[src/sram_host_regs.svh]
`ifndef SRAM_HOST_REGS_SVH
`define SRAM_HOST_REGS_SVH

// clock period in picoseconds (100 MHz)
`define SRAM_CLK_PERIOD_PS 10000
// slow grade figures in picoseconds, covering both grades
`define SRAM_T_CYCLE_PS 7000
`define SRAM_T_WRITE_PULSE_PS 7000
`define SRAM_T_DATA_SETUP_PS 3500
`define SRAM_T_ACCESS_PS 7000
`define SRAM_T_RELEASE_PS 3500
`define SRAM_T_WRITE_RECOVERY_PS 1000
// least times round up to whole cycles
`define SRAM_CYC(ps) ((((ps) + `SRAM_CLK_PERIOD_PS - 1) / `SRAM_CLK_PERIOD_PS) < 1 ? 1 : \
    (((ps) + `SRAM_CLK_PERIOD_PS - 1) / `SRAM_CLK_PERIOD_PS))
`define SRAM_WRITE_CYCLES `SRAM_CYC(`SRAM_T_WRITE_PULSE_PS)
`define SRAM_READ_CYCLES (`SRAM_CYC(`SRAM_T_ACCESS_PS) + 1)
`define SRAM_TURN_CYCLES `SRAM_CYC(`SRAM_T_RELEASE_PS)
// reset value of the select and strobe pins
`define SRAM_PIN_IDLE 1'b1
`define SRAM_ADDR_W 17
`define SRAM_DATA_W 8

`endif

[src/sram_host_pkg.sv]
package sram_host_pkg;
    typedef enum logic [2:0] {
        ST_IDLE,
        ST_READ,
        ST_WRITE,
        ST_HOLD,
        ST_TURN
    } state_e;
endpackage : sram_host_pkg

[src/sram_host.sv]
// Notes on behaviour
// - write strobe stays high throughout every read cycle
// - read address held stable at least one full cycle time
// - address is valid no later than select falling in reads
// - write address set on the same edge as strobe falls, pulse long enough, held after
// - write data set up before the write window ends, held after
// - select-ended write: address set on the same edge as select falls, select held long enough
// - each write cycle lasts at least one full cycle time
// - host and memory never drive the data bus together
`timescale 1ns/1ps
`include "sram_host_regs.svh"

module sram_host #(
    parameter int ADDR_W = `SRAM_ADDR_W,
    parameter int DATA_W = `SRAM_DATA_W
) (
    input wire logic ref_clk,
    input wire logic sys_rst,
    input wire logic req_valid,
    input wire logic req_write,
    input wire logic [ADDR_W-1:0] req_addr,
    input wire logic [DATA_W-1:0] req_wdata,
    output logic req_ready,
    output logic rsp_valid,
    output logic [DATA_W-1:0] rsp_rdata,
    output logic [ADDR_W-1:0] mem_addr,
    output logic mem_sel_n,
    output logic mem_wr_n,
    output logic mem_oe_n,
    input wire logic [DATA_W-1:0] mem_dq_in,
    output logic [DATA_W-1:0] mem_dq_out,
    output logic mem_dq_oe
);
    // cycle counts of each phase, rounded up from the slow grade
    localparam int WR_CYC = `SRAM_WRITE_CYCLES;
    localparam int RD_CYC = `SRAM_READ_CYCLES;
    localparam int TURN_CYC = `SRAM_TURN_CYCLES;
    localparam int CNT_W = 4;

    // last count of each timed phase, cut to the counter width
    localparam logic [CNT_W-1:0] RD_LAST = CNT_W'(RD_CYC + 1);
    localparam logic [CNT_W-1:0] WR_LAST = CNT_W'(WR_CYC - 1);
    localparam logic [CNT_W-1:0] TURN_LAST = CNT_W'(TURN_CYC - 1);
    localparam logic [CNT_W-1:0] CNT_ONE = CNT_W'(1);

    // refuse shapes the memory port cannot take
    if (ADDR_W != `SRAM_ADDR_W || DATA_W != `SRAM_DATA_W) begin : g_bad_shape
        $error("sram_host supports a 17-bit address and 8-bit data only");
    end

    // refuse phase lengths the counter cannot reach
    if (RD_CYC + 2 > 2 ** CNT_W || WR_CYC > 2 ** CNT_W
            || TURN_CYC > 2 ** CNT_W) begin : g_bad_count
        $error("sram_host phase counts do not fit the counter");
    end

    // every write and turnaround phase lasts at least one cycle
    if (WR_CYC < 1 || TURN_CYC < 1) begin : g_bad_phase
        $error("sram_host write and turnaround phases need a cycle");
    end

    // a read covers the access time and one more cycle
    if (RD_CYC < 2) begin : g_bad_read
        $error("sram_host read phase is too short");
    end

    // sequencer state and registered pins
    sram_host_pkg::state_e state_r, state_nxt;
    logic [CNT_W-1:0] cnt_r, cnt_nxt;
    logic [ADDR_W-1:0] addr_r, addr_nxt;
    logic [DATA_W-1:0] wdata_r, wdata_nxt, rdata_r, rdata_nxt;
    logic sel_n_r, sel_n_nxt, wr_n_r, wr_n_nxt, oe_n_r, oe_n_nxt;
    logic dq_oe_r, dq_oe_nxt, ready_r, ready_nxt, rsp_r, rsp_nxt;
    // data pin capture stages, read only through the second
    logic [DATA_W-1:0] dq_meta_r, dq_sync_r;

    // two-stage capture of the data pins
    always_ff @(posedge ref_clk or posedge sys_rst) begin
        if (sys_rst) begin
            dq_meta_r <= '0;
            dq_sync_r <= '0;
        end else begin
            dq_meta_r <= mem_dq_in;
            dq_sync_r <= dq_meta_r;
        end
    end

    // sequencer for the memory pins
    always_comb begin
        // hold everything unless a phase changes it
        state_nxt = state_r;
        cnt_nxt = cnt_r;
        addr_nxt = addr_r;
        wdata_nxt = wdata_r;
        rdata_nxt = rdata_r;
        sel_n_nxt = sel_n_r;
        wr_n_nxt = wr_n_r;
        oe_n_nxt = oe_n_r;
        dq_oe_nxt = dq_oe_r;
        // handshake pulses default low
        ready_nxt = 1'b0;
        rsp_nxt = 1'b0;
        case (state_r)
            // idle: offer ready and take one request
            sram_host_pkg::ST_IDLE: begin
                ready_nxt = 1'b1;
                if (req_valid && ready_r) begin
                    ready_nxt = 1'b0;
                    addr_nxt = req_addr; // address set on the same edge as select and strobe
                    wdata_nxt = req_wdata;
                    sel_n_nxt = 1'b0;
                    cnt_nxt = '0;
                    if (req_write) begin
                        // write: select and strobe fall as the host starts driving
                        state_nxt = sram_host_pkg::ST_WRITE;
                        wr_n_nxt = 1'b0; // select and strobe fall together
                        oe_n_nxt = 1'b1;
                        dq_oe_nxt = 1'b1; // memory floats once strobe is low
                    end else begin
                        // read: output strobe low, write strobe kept high
                        state_nxt = sram_host_pkg::ST_READ;
                        wr_n_nxt = 1'b1;
                        oe_n_nxt = 1'b0;
                        dq_oe_nxt = 1'b0;
                    end
                end
            end
            sram_host_pkg::ST_READ: begin
                // wait out access time plus the pin capture stages
                cnt_nxt = cnt_r + CNT_ONE;
                if (cnt_r == RD_LAST) begin
                    rdata_nxt = dq_sync_r;
                    rsp_nxt = 1'b1;
                    sel_n_nxt = 1'b1;
                    oe_n_nxt = 1'b1;
                    cnt_nxt = '0;
                    state_nxt = sram_host_pkg::ST_TURN;
                end
            end
            sram_host_pkg::ST_WRITE: begin
                // one strobe pulse, then select and strobe rise together
                cnt_nxt = cnt_r + CNT_ONE;
                if (cnt_r == WR_LAST) begin // pulse width
                    wr_n_nxt = 1'b1; // select and strobe rise together
                    sel_n_nxt = 1'b1;
                    rsp_nxt = 1'b1;
                    state_nxt = sram_host_pkg::ST_HOLD;
                end
            end
            sram_host_pkg::ST_HOLD: begin
                // address and data held one cycle past the end of write
                dq_oe_nxt = 1'b0; // recovery and hold
                cnt_nxt = '0;
                state_nxt = sram_host_pkg::ST_TURN;
            end
            sram_host_pkg::ST_TURN: begin
                // let the memory release the bus before the next access
                cnt_nxt = cnt_r + CNT_ONE;
                if (cnt_r == TURN_LAST) begin
                    ready_nxt = 1'b1;
                    state_nxt = sram_host_pkg::ST_IDLE;
                end
            end
            // an unknown state falls back to idle
            default: state_nxt = sram_host_pkg::ST_IDLE;
        endcase
    end

    // sequencer registers
    always_ff @(posedge ref_clk or posedge sys_rst) begin
        if (sys_rst) begin
            // strobes idle high and the host off the bus
            state_r <= sram_host_pkg::ST_IDLE;
            cnt_r <= '0;
            addr_r <= '0;
            wdata_r <= '0;
            rdata_r <= '0;
            sel_n_r <= `SRAM_PIN_IDLE;
            wr_n_r <= `SRAM_PIN_IDLE;
            oe_n_r <= `SRAM_PIN_IDLE;
            dq_oe_r <= 1'b0;
            ready_r <= 1'b0;
            rsp_r <= 1'b0;
        end else begin
            state_r <= state_nxt;
            cnt_r <= cnt_nxt;
            addr_r <= addr_nxt;
            wdata_r <= wdata_nxt;
            rdata_r <= rdata_nxt;
            sel_n_r <= sel_n_nxt;
            wr_n_r <= wr_n_nxt;
            oe_n_r <= oe_n_nxt;
            dq_oe_r <= dq_oe_nxt;
            ready_r <= ready_nxt;
            rsp_r <= rsp_nxt;
        end
    end

    // host side outputs straight from flip-flops
    assign req_ready = ready_r;
    assign rsp_valid = rsp_r;
    assign rsp_rdata = rdata_r;

    // memory pins straight from flip-flops
    assign mem_addr = addr_r;
    assign mem_sel_n = sel_n_r;
    assign mem_wr_n = wr_n_r;
    assign mem_oe_n = oe_n_r;
    assign mem_dq_out = wdata_r;
    assign mem_dq_oe = dq_oe_r;
endmodule : sram_host

[config.mk]
export PLATFORM = sky130hd
export DESIGN_NAME = sram_host
export DESIGN_NICKNAME = d
export VERILOG_FILES = /design/src/sram_host_pkg.sv /design/src/sram_host.sv
export VERILOG_INCLUDE_DIRS = /design/src /design/src/src
export SDC_FILE = /design/constraint.sdc
export NUM_CORES = 1
export LEC_CHECK = 0
export ABC_AREA = 0
export BUFFER_PORTS_ARGS = -buffer_cell sky130_fd_sc_hd__buf_2
export CORE_ASPECT_RATIO = 0.5
export CORE_MARGIN = 4
export CORE_UTILIZATION = 53
export CTS_CLUSTER_SIZE = 40
export DETAILED_ROUTE_END_ITERATION = 7
export GPL_TIMING_DRIVEN = 0
export PLACE_DENSITY_LB_ADDON = 0.3
export SKIP_CTS_REPAIR_TIMING = 1
export SLEW_MARGIN = 10
export SYNTH_ARGS = -nofsm -noshare
export SYNTH_HDL_FRONTEND = slang
export SYNTH_SLANG_ARGS = --single-unit
[constraint.sdc]
create_clock -name ref_clk -period 3.5 [get_ports ref_clk]
set_input_delay 0 -clock ref_clk [delete_from_list [all_inputs] [get_ports ref_clk]]
set_output_delay 0 -clock ref_clk [all_outputs]
set_load 0.05 [all_outputs]
Word level (Yosys, flattened, before mapping)
Index checks and enable logic that the tools add are counted.

Bits in read-only memories: 0. Output and inout port bits: 39. Memories kept: 0. Latch bits: 0. Bits of input ports: 37. Flip-flop bits (word level): 62. Bits in writable memories: 0.

Add/subtract/negate cells: 1. Shift-type cells: 0. Bitwise logic cells: 0. Muxes and demuxes: 25. Reductions and logical operators: 17. $mul: 0. Equality and inequality tests: 9. $lt $le $gt $ge: 0. Divide/modulo/power cells: 0.

Operators by type and width (count): 4-bit case mux with 4 select lines (1); 3-bit case mux with 5 select lines (1); 3-bit 2-to-1 mux (4); 1-bit 2-to-1 mux (10); 1-bit case mux with 2 select lines (5); 4-bit 2-to-1 mux (2); 2-bit != test (second input constant) (4); 2-bit AND reduction (4); 4-bit AND reduction (2); 3-bit by 2-bit equality test with 1-bit output (second input constant) (2); 3-bit AND reduction (2); 2-bit nonzero test (3); 4-bit by 1-bit adder with 4-bit output (second input constant) (1); 4-bit by 2-bit equality test with 1-bit output (second input constant) (1); 4-bit logical NOT (1); 4-bit nonzero test (1); 3-bit by 1-bit equality test with 1-bit output (second input constant) (1); 3-bit equality test (second input constant) (1); 3-bit logical NOT (1); 1-bit case mux with 3 select lines (1); 3-bit nonzero test (1); 2-bit 2-to-1 mux (1); 2-bit OR reduction (1); 1-bit logical AND (1).

Depth between registers and ports, before layout
Gate-level depths: netlist of the first run.

Depth in word-level cells: 4. Mapped depth: 6. Gate-level depth less buffers: 6.

Least setup slack after synthesis of the first run
OpenSTA, ideal clock, no wires.

Path type: register -> register. From: reg ready_r (netlist: req_ready). To: reg addr_r[10] (netlist: mem_addr[10]). Arrival time: 2.031 ns. Setup time: 0.125 ns. Cell stages (with the launch flop): 5. Slack: 1.344 ns. Data required time: 3.375 ns. Buffers on the path: 1. Clock period less this slack: 2.156 ns. Cells stage by stage: dfrtp_1 -> nand2_1 -> nor4_2 -> buf_4 -> mux2_2.

Cells in the longest elaborated chain, start to end: 2.

Ends and longest elaborated chain: from (decl) (RTL line sram_host.sv:73) `logic dq_oe_r, dq_oe_nxt, ready_r, ready_nxt, rsp_r, rsp_nxt;`; from (signal assigned) (RTL line sram_host.sv:194) `ready_r <= ready_nxt;`; 1-bit logical AND (RTL line sram_host.sv:107) `if (req_valid && ready_r) begin`; 2-bit AND reduction (no line); to (signal assigned) (RTL line sram_host.sv:187) `addr_r <= addr_nxt;`; to (decl) (RTL line sram_host.sv:70) `logic [ADDR_W-1:0] addr_r, addr_nxt;`.

No other way between the ends. A chain may end at the register's enable or synchronous reset.

Worst setup path in the final report of the first run
From: reg state_r[1]. To: reg addr_r[13] (netlist: mem_addr[13]).

Cells in the longest elaborated chain, start to end: 2.

Ends and longest elaborated chain: from (decl) (RTL line sram_host.sv:68) `sram_host_pkg::state_e state_r, state_nxt;`; from (signal assigned) (RTL line sram_host.sv:173) `state_r <= sram_host_pkg::ST_IDLE;`; from (signal assigned) (RTL line sram_host.sv:185) `state_r <= state_nxt;`; 3-bit logical NOT (RTL line sram_host.sv:103) `case (state_r)`; 2-bit AND reduction (no line).

No other way between the ends.

==> flow_summary.yaml, run 1 <==
run_status:
  status: "finished, final reports clean"
logic_synthesis:
  synth_top_family_by_area: "multiplexers"
  ys_seq_area_share_pct: 65.8
  async_flop_share_pct: 100
  synth-compound-area-share_pct: 5.93
  synthMuxAreaShare_pct: 17.5
  synth_most_common_cell: "dfrtp_1"
  synthTopCellsByArea: "dfrtp_1 (62%), mux2_2 (12%), mux2_4 (5.1%), dfstp_2 (3.3%), nor2_1 (1.6%)"
  synth-seq-cells: 62
  synth-edff-count: 0
  synth_top_area_share_pct: 62.5
  netlist_area_um2: 2360
  synth_cell_types: 32
  netlist_instances: 159
  synth-adder-area-share_pct: 1.06
  synth_ff_type: "dfrtp_1"
  synth_largest_area_cell: "dfrtp_1"
  synthXorXnorAreaFrac_pct: 0.371
  synth_common_cells: "dfrtp_1 (59), mux2_2 (26), nor2_1 (10)"
  syn_area_per_cell_um2: 14.9
  synth_warnings: 0
  syn_nets: 198
  synth-simple-area-share_pct: 6.67
floorplan:
  pin_count: 76
  start_util_pct: 57.6
  fp.dieW_um: 102
  coreArea_um2: 4100
  fp-row-count: 16
  die_h_um: 55.2
  die_area_um2: 5660
pwr:
  p_leak_nw: 1.62
  p_per_area_nw_per_um2: 1050
  ir_drop_uv: 781
worst_hold_path:
  hold_path_end: "cnt_r[2]$_DFFE_PP0P_"
  hold_class: "input pin to flop"
  worstHoldStart: "req_valid"
  holdPathStages: 4
cells_and_area:
  nNetsFinal: 320
  fillers: 208
  syn_to_final_growth_pct: 42.4
  diodes: 0
  layout-drive-gt1-share_pct: 48.1
  final_area_um2: 3360
critical_path:
  worstPathRequired_ns: 3.72
  start_kind: "flop"
  crit_fanout: 10
  rr_worst_depth: 4
  worst_path_max_delay_cell: "nor4_2"
  crit_chain: "buf_6, nor4_2, buf_4, mux2_2"
  cp_data_arrival_time_ns: 2.46
  max_stage_delay_ns: 0.92
  r2r-end: "mem_addr[13]$_DFFE_PP0P_"
  reg2reg_setup_slack_ns: 1.26
  worstSetupPathType: "flop to flop"
  cp-end-kind: "flop"
  r2r-start: "state_r[1]$_DFFE_PP0P_"
timing:
  max_freq_mhz: 446
  rsz0062_at_grt: "false"
  setup_viol: 0
  max-slew-margin-rel_pct: 26.2
  fin_skew_ns: 0.00499
  setup_tns_ns: 0
  maxSlewViolCount: 0
  fin_crit_ns: 2.24
  layout_setup_ws_ns: 1.26
  worstMarginPinSlew_ns: 1.10
  finalCritPeriodShare_pct: 64.0
  hold_viol_final: 0
global_route:
  grt_pass1_wl_mm: 7.45
  grt_use_total_pct: 17.3
  antenna_found_initial: 0
  grt_max_degree: 38
  grt_pass1_vias: 1656
  gr-total-overflow: 0
placed_design:
  dpl-instance-area_um2: 2830
  dp_hpwl_mm: 3.19
  dp_slack_ns: 1.31
  place.gp.congestion: 0.853
  portBuffers: 75
cts:
  cts.sinks: 62
  cts_tree: "yes"
  h-tree-depth: 3
  clk_pin_slew_worst_paths_ns: 0.07
  clk_latency_ns: 0.33
  ctsRootBufferMaster: "clkbuf_8"
  clock_path_buffers: 2
  numCtsBuffers: 9
drt:
  routed_wl_mm: 5.23
  via_per_inst: 5.07
  num_vias: 1718
  drc: 0
  dr.pass1.iters: 4
  ant_nets: 0
  detail_route.iter0.violations: 58
  routedWlPerCell_um: 15.4
run:
  maxCapViolCount: 0
==> layer usage <==
layer  share of wire [%]  GRT usage [%]
met1                  39           19.1
met2                  54           28.9
met3                 6.0           6.66
met4                 1.7           8.60
met5                   0              0
==> registers in the layout (all words and copies together) (netlist names) <==
signal      cells
mem_addr       17
mem_wr_n        1
rsp_rdata       8
mem_oe_n        1
mem_dq_out      8
rsp_valid       1
req_ready       1
mem_dq_oe       1
cnt_r           4
dq_meta_r       8
state_r         3
mem_sel_n       1
dq_sync_r       8
==> power breakdown <==
part           internal, mW  switching (mW)  total, mW
combinational         0.565            1.21       1.77
sequential            0.998           0.155       1.15
clock                 0.323           0.275      0.598
total                  1.89            1.64       3.52
==> worst max-delay path by stage <==
stage / startpoint / to / slack [ns]
floorplan: req_ready$_DFF_PP0_ / mem_addr[10]$_DFFE_PP0P_ / 1.34
global placement: state_r[1]$_DFFE_PP0P_ / mem_addr[15]$_DFFE_PP0P_ / 1.32
detailed placement: state_r[1]$_DFFE_PP0P_ / mem_addr[13]$_DFFE_PP0P_ / 1.31
CTS: state_r[1]$_DFFE_PP0P_ / mem_addr[13]$_DFFE_PP0P_ / 1.29
global route: state_r[1]$_DFFE_PP0P_ / mem_addr[13]$_DFFE_PP0P_ / 1.14
finish: state_r[1]$_DFFE_PP0P_ / mem_addr[13]$_DFFE_PP0P_ / 1.26
==> kinds of logic after synthesis <==
family	after synthesis
xor+xnor	1
buf+inv	11
simple gates	29
mux	34
compound gates	20
fa+ha+maj	2
flops	62
==> worst max-delay path: cells and delay by family (launching register included) <==
family,cells,cell delay [ns]
buffers and inverters,2,0.47
flip-flops,1,0.37
multiplexers,1,0.36
AND/OR/NAND/NOR,1,0.92
==> final cells by class <==
| cell class | count | area [um^2] | share of cell area, % |
|---|---|---|---|
| plain buffers | 7 | 48.8 | 1.45 |
| clock buffers | 9 | 124 | 3.68 |
| flip-flops and latches | 62 | 1560 | 46.2 |
| multi-input cells | 86 | 744 | 22.1 |
| well taps | 54 | 67.6 | 2.01 |
| inverters | 4 | 15.0 | 0.446 |
| clock inverters | 6 | 63.8 | 1.90 |
| repair buffers | 111 | 746 | 22.2 |
==> stage by stage <==
step	power (mW)	hold slack, ns	utilization (%)	instances
CTS	3.50	-0.295	73.4	304
floorplan	2.52	0.0314	-	159
finish	3.52	0.122	82.0	339
detailed placement	2.90	0.0782	68.9	289
global placement	2.85	0.108	68.4	288
global route	3.71	0.138	82.0	339
==> placed cells by master, fill, tap and decap left out, types with 4 or more instances in the layout <==
cell           synthesis  final
dlygate4sd3_1          0     35
nor2_1                10     10
buf_2                  0     75
dfrtp_1               59     59
mux2_4                 8      8
mux2_2                26     26
nand3_1                4      4
clkbuf_8               0      9
nand2_1                6      6
a21oi_1                4      4
(Power assumes the default switching activity.)
==> run 2: changes to the inputs <==
--- a/config.mk
+++ b/config.mk
@@ -10,7 +10,7 @@
 export BUFFER_PORTS_ARGS = -buffer_cell sky130_fd_sc_hd__buf_2
 export CORE_ASPECT_RATIO = 0.5
 export CORE_MARGIN = 4
-export CORE_UTILIZATION = 53
+export CORE_UTILIZATION = 45
 export CTS_CLUSTER_SIZE = 40
 export DETAILED_ROUTE_END_ITERATION = 7
 export GPL_TIMING_DRIVEN = 0
==> constraint.sdc (replaced) <==
create_clock -name ref_clk -period 1.8 [get_ports ref_clk]
set_input_delay 0 -clock ref_clk [delete_from_list [all_inputs] [get_ports ref_clk]]
set_output_delay 0 -clock ref_clk [all_outputs]
set_load 0.05 [all_outputs]
==> run 2 against run 1 <==
The run now ends with negative setup slack left. Clock skew grew 0.0048 ns. Critical path depth grew 1. Worst setup slack lost 1.4 ns. Design area grew 2.4%. Fmax grew 13%. Die area grew 16%. Core utilization shrank 13 points. Sequential power grew 95%. Count of clock-buffer cells in the layout grew 3. Via count shrank 0.47%. Critical path type unchanged.
==> flow_summary.yaml, run 2 (synthesis gave the netlist of run 1 again) <==
floorplan:
  die_area_um2: 6550
  coreArea_um2: 5000
  die_h_um: 59.2
  start_util_pct: 47.3
  fp.dieW_um: 110
  fp-row-count: 18
  pin_count: 76
cts:
  cts_tree: "yes"
  clock_path_buffers: 2
  cts.sinks: 62
  clk_latency_ns: 0.33
  h-tree-depth: 3
  numCtsBuffers: 9
  ctsRootBufferMaster: "clkbuf_8"
  clk_pin_slew_worst_paths_ns: 0.06
placed_design:
  portBuffers: 75
  place.gp.congestion: 0.779
  dpl-instance-area_um2: 2860
  dp.cells: 305
  dp_slack_ns: -0.167
  dp_hpwl_mm: 3.14
drt:
  detail_route.iter0.violations: 61
  drc: 0
  routedWlPerCell_um: 13.1
  routed_wl_mm: 4.73
  via_per_inst: 4.74
  dr.pass1.iters: 4
  num_vias: 1710
  ant_nets: 0
cells_and_area:
  layout_common_cells: "buf_2 (75), dfrtp_1 (58), dlygate4sd3_1 (35), mux2_2 (26)"
  largest_reg_flops: 17
  syn_to_final_growth_pct: 45.7
  final_area_um2: 3440
  register_area_um2: 1560
  multi_input_comb_area_um2: 753
  fillers: 362
  nNetsFinal: 326
  final_cells: 361
  diodes: 0
  mostFrequentLayoutCell: "buf_2"
  layout-drive-gt1-share_pct: 48.8
timing:
  finalCritPeriodShare_pct: 110
  worstMarginPinSlew_ns: 0.580
  fin_skew_ns: 0.00975
  max-slew-margin-rel_pct: 61.3
  layout_setup_ws_ns: -0.179
  maxSlewViolCount: 0
  setup_tns_ns: -1.38
  max_freq_mhz: 505
  holdWs_ns: 0.0983
  hold_viol_final: 0
  setup_viol: 9
  fin_crit_ns: 1.98
  rsz0062_at_grt: "true"
global_route:
  grt_max_degree: 40
  met3_usage_pct: 6.83
  grt_pass1_vias: 1568
  grt_util_met1_pct: 17.4
  antenna_found_initial: 0
  grt-busiest-layer: "met2"
  grt_use_total_pct: 14.6
  grt_pass1_wl_mm: 7.38
  gr-total-overflow: 0
  grt.met2_usage_pct: 22.9
critical_path:
  start_kind: "flop"
  max_stage_delay_ns: 0.50
  worst_path_max_delay_cell: "or4b_4"
  cp-end-kind: "flop"
  crit_buf_inv: 2
  crit_chain: "buf_6, or3b_4, or4b_4, buf_8, mux2_4"
  crit_fanout: 9
  cp_data_arrival_time_ns: 2.18
  crit_family: "simple AND/OR/NAND/NOR gates"
  worstPathRequired_ns: 2.00
  worstSetupPathType: "flop to flop"
pwr:
  ir_drop_uv: 1120
  p_int_mw: 3.77
  p_per_area_nw_per_um2: 2010
  p_leak_nw: 1.66
  p_clk_share_pct: 16.8
  p_sw_mw: 3.15
  combPwrFrac_pct: 50.7
  switching_share_pct: 45.5
  pwr-share-seq_pct: 32.4
run_status:
  status: "complete, but fails checks"
  violations: "negative setup slack"
worst_hold_path:
  hold_class: "input pin to flop"
run:
  maxCapViolCount: 0
==> run 2: power groups by stage <==
stage	registers, mW	logic (mW)	clock network, mW
6_report	2.24	3.51	1.17
4_1_cts	2.24	3.41	1.20
2_1_floorplan	3.79	1.12	0
5_1_grt	2.31	3.73	1.26
3_5_place_dp	2.26	3.41	0
3_3_place_gp	2.23	3.34	0
==> run 2: worst paths after layout <==
path / slack (ns) / end / startpoint / cells past startpoint
hold / removal: 0.1 / req_ready$_DFF_PP0_ / req_valid / 4
hold reg to reg: 0.35 / dq_sync_r[2]$_DFF_PP0_ / dq_meta_r[2]$_DFF_PP0_ / 0
min in group asynchronous: 0.25 / rsp_rdata[0]$_DFFE_PP0P_ / sys_rst / 3
setup / recovery: -0.18 / rsp_rdata[4]$_DFFE_PP0P_ / state_r[1]$_DFFE_PP0P_ / 5
setup reg to reg: -0.18 / rsp_rdata[4]$_DFFE_PP0P_ / state_r[1]$_DFFE_PP0P_ / 5
max in group asynchronous: 0.98 / dq_sync_r[1]$_DFF_PP0_ / sys_rst / 4
==> run 2: layout make-up <==
cell class | count | area share (%)
Sequential cell | 62 | 45.2
Buffer | 7 | 1.53
Inverter | 4 | 0.436
Timing Repair Buffer | 117 | 23.0
Clock inverter | 3 | 1.27
Clock buffer | 12 | 4.21
Multi-Input combinational cell | 86 | 21.9
Tap cell | 70 | 2.54
==> run 2: worst min-delay path, delay by kind of cell <==
family	cells	cell delay, ns
AO/OA/AOI/OAI	2	0.21
buffers and inverters	1	0.12
AND/OR/NAND/NOR	1	0.05
==> run 2: layer usage <==
layer  wire [um]  vias to the layer above
met5           0                        -
met4          53                        0
li1            -                      822
met1        2100                      833
met3         317                        5
met2        2260                       50
==> run 2: through the flow <==
stage / power, mW / util [%]
after floorplan: 4.91 / -
after global placement: 5.57 / 56.8
after detailed placement: 5.67 / 57.2
after CTS: 6.85 / 61.0
after global routing: 7.30 / 68.9
final: 6.92 / 68.9
==> run 3: changes to the inputs <==
--- a/config.mk
+++ b/config.mk
@@ -14,7 +14,7 @@
 export CTS_CLUSTER_SIZE = 40
 export DETAILED_ROUTE_END_ITERATION = 7
 export GPL_TIMING_DRIVEN = 0
-export PLACE_DENSITY_LB_ADDON = 0.3
+export PLACE_DENSITY = 0.71
 export SKIP_CTS_REPAIR_TIMING = 1
 export SLEW_MARGIN = 10
 export SYNTH_ARGS = -nofsm -noshare
==> run 3 against run 2 <==
The flow still finishes with violations (negative setup slack). Core utilization grew 1.1 points. Clock power fell by 11%. Die area unchanged. Largest cell class unchanged. Largest power group unchanged.
==> flow_summary.yaml, run 3 (synthesis gave the netlist of run 1 again) <==
run_status:
  status: "complete, but fails checks"
  violations: "negative setup slack"
global_route:
  gr-total-overflow: 0
  grt_max_degree: 36
  grt_pass1_wl_mm: 7.96
  grt_pass1_vias: 1680
  antenna_found_initial: 0
  grt_use_total_pct: 15.6
timing:
  fin_skew_ns: 0.00930
  fin_crit_ns: 1.99
  layout_setup_ws_ns: -0.188
  max-slew-margin-rel_pct: 57.8
  maxSlewViolCount: 0
  finalCritPeriodShare_pct: 110
  setup_viol: 13
  worstMarginPinSlew_ns: 0.632
  hold_viol_final: 0
  rsz0062_at_grt: "true"
  holdWs_ns: 0.109
  max_freq_mhz: 503
critical_path:
  worstPathRequired_ns: 2.02
  cp-end-kind: "flop"
  rr_worst_depth: 5
  crit_fanout: 5
  worst_path_max_delay_cell: "or4b_4"
  worstSetupPathType: "flop to flop"
  cp.depth: 5
  crit_family: "simple AND/OR/NAND/NOR gates"
  start_kind: "flop"
  crit_path_start: "state_r[1]$_DFFE_PP0P_"
  r2r-start: "state_r[1]$_DFFE_PP0P_"
  cp_data_arrival_time_ns: 2.21
  crit_chain: "buf_6, or3b_4, or4b_4, clkbuf_16, mux2_4"
  crit_buf_inv: 2
  max_stage_delay_ns: 0.53
cells_and_area:
  fillers: 366
  nNetsFinal: 327
  layout-drive-gt1-share_pct: 52.2
  mostFrequentLayoutCell: "buf_2"
  final_util_pct: 70.0
  syn_to_final_growth_pct: 48.1
  largest_reg_flops: 17
  diodes: 0
  layout_common_cells: "buf_2 (75), dfrtp_1 (57), dlygate4sd3_1 (35), mux2_2 (25)"
  final_area_um2: 3500
drt:
  num_vias: 1770
  dr.pass1.iters: 5
  routedWlPerCell_um: 14.8
  drc: 0
  via_per_inst: 4.88
  ant_nets: 0
  routed_wl_mm: 5.38
  detail_route.iter0.violations: 30
worst_hold_path:
  worstHoldStart: "req_valid"
  holdPathStages: 4
  hold_class: "input pin to flop"
cts:
  clk_pin_slew_worst_paths_ns: 0.07
  clock_path_buffers: 2
  cts.sinks: 62
  ctsRootBufferMaster: "clkbuf_8"
  h-tree-depth: 3
  cts_tree: "yes"
  numCtsBuffers: 9
  clk_latency_ns: 0.33
floorplan:
  fp.dieW_um: 110
  start_util_pct: 47.3
  die_area_um2: 6550
  coreArea_um2: 5000
  fp-row-count: 18
  pin_count: 76
  die_h_um: 59.2
placed_design:
  dp_slack_ns: -0.156
  portBuffers: 75
  dp_hpwl_mm: 3.37
  place.gp.congestion: 0.786
  dpl-instance-area_um2: 2860
pwr:
  p_leak_nw: 1.69
  finalPower_mw: 6.92
  ir_drop_uv: 1410
  p_per_area_nw_per_um2: 1980
run:
  maxCapViolCount: 0
==> run 3: changes by cell type in the layout (fill, tap and decap cells not counted), moves of 2 or more <==
cell / previous run / this run
clkbuf_1: 5 / 3
clkinv_4: 0 / 3
nor3b_1: 3 / 1
buf_4: 8 / 6
clkinv_2: 1 / 3
nor3b_2: 0 / 2
buf_6: 1 / 3
==> run 3: path summary, 6_finish.rpt <==
path                                                  to  slack (ns)
worst max-delay path            rsp_rdata[3]$_DFFE_PP0P_       -0.19
worst min-delay path                 req_ready$_DFF_PP0_        0.11
worst max register to register  rsp_rdata[3]$_DFFE_PP0P_       -0.19
worst min register to register    dq_sync_r[4]$_DFF_PP0_        0.35
max in group asynchronous          mem_sel_n$_DFFE_PP1P_        0.80
min in group asynchronous        mem_addr[6]$_DFFE_PP0P_        0.32
==> run 3: area by class of cell <==
class                      instances  area [um^2]  share of cell area (%)
clock buffer                       9          124                    3.54
sequential                        62         1560                    44.5
clock inverter                     7         50.0                    1.43
buffer                             7         65.1                    1.86
inverter                           4         15.0                   0.429
multi-input combinational         86          786                    22.4
timing repair buffer             118          816                    23.3
tap                               70         87.6                    2.50
==> run 3: through the flow <==
| step | instances | setup TNS [ns] |
|---|---|---|
| after global placement | 304 | -23.54 |
| after global routing | 363 | -2.58 |
| after floorplan | 159 | -0.841 |
| after CTS | 321 | -3.32 |
| final | 363 | -1.58 |
| after detailed placement | 305 | -2.90 |
==> run 3: power breakdown <==
group	internal [mW]	switching, mW	leakage [nW]
Sequential	1.94	0.319	0.734
Combinational	1.21	2.41	0.858
Clock	0.502	0.537	0.0933
Total	3.65	3.26	1.69
==> run 3: layer usage <==
metal / GRT usage [%] / share of wire (%) / vias to the layer above
met4: 6.84 / 1.4 / 0
li1: - / - / 819
met1: 18.5 / 40 / 890
met2: 26.8 / 53 / 51
met5: 0 / 0 / -
met3: 5.30 / 5.0 / 10
==> run 3: worst reg2reg max path, delay by kind of cell, from the launching register on <==
kind / cells / cell delay (ns)
flops: 1 / 0.37
simple gates: 2 / 0.90
buf+inv: 2 / 0.31
mux: 1 / 0.29
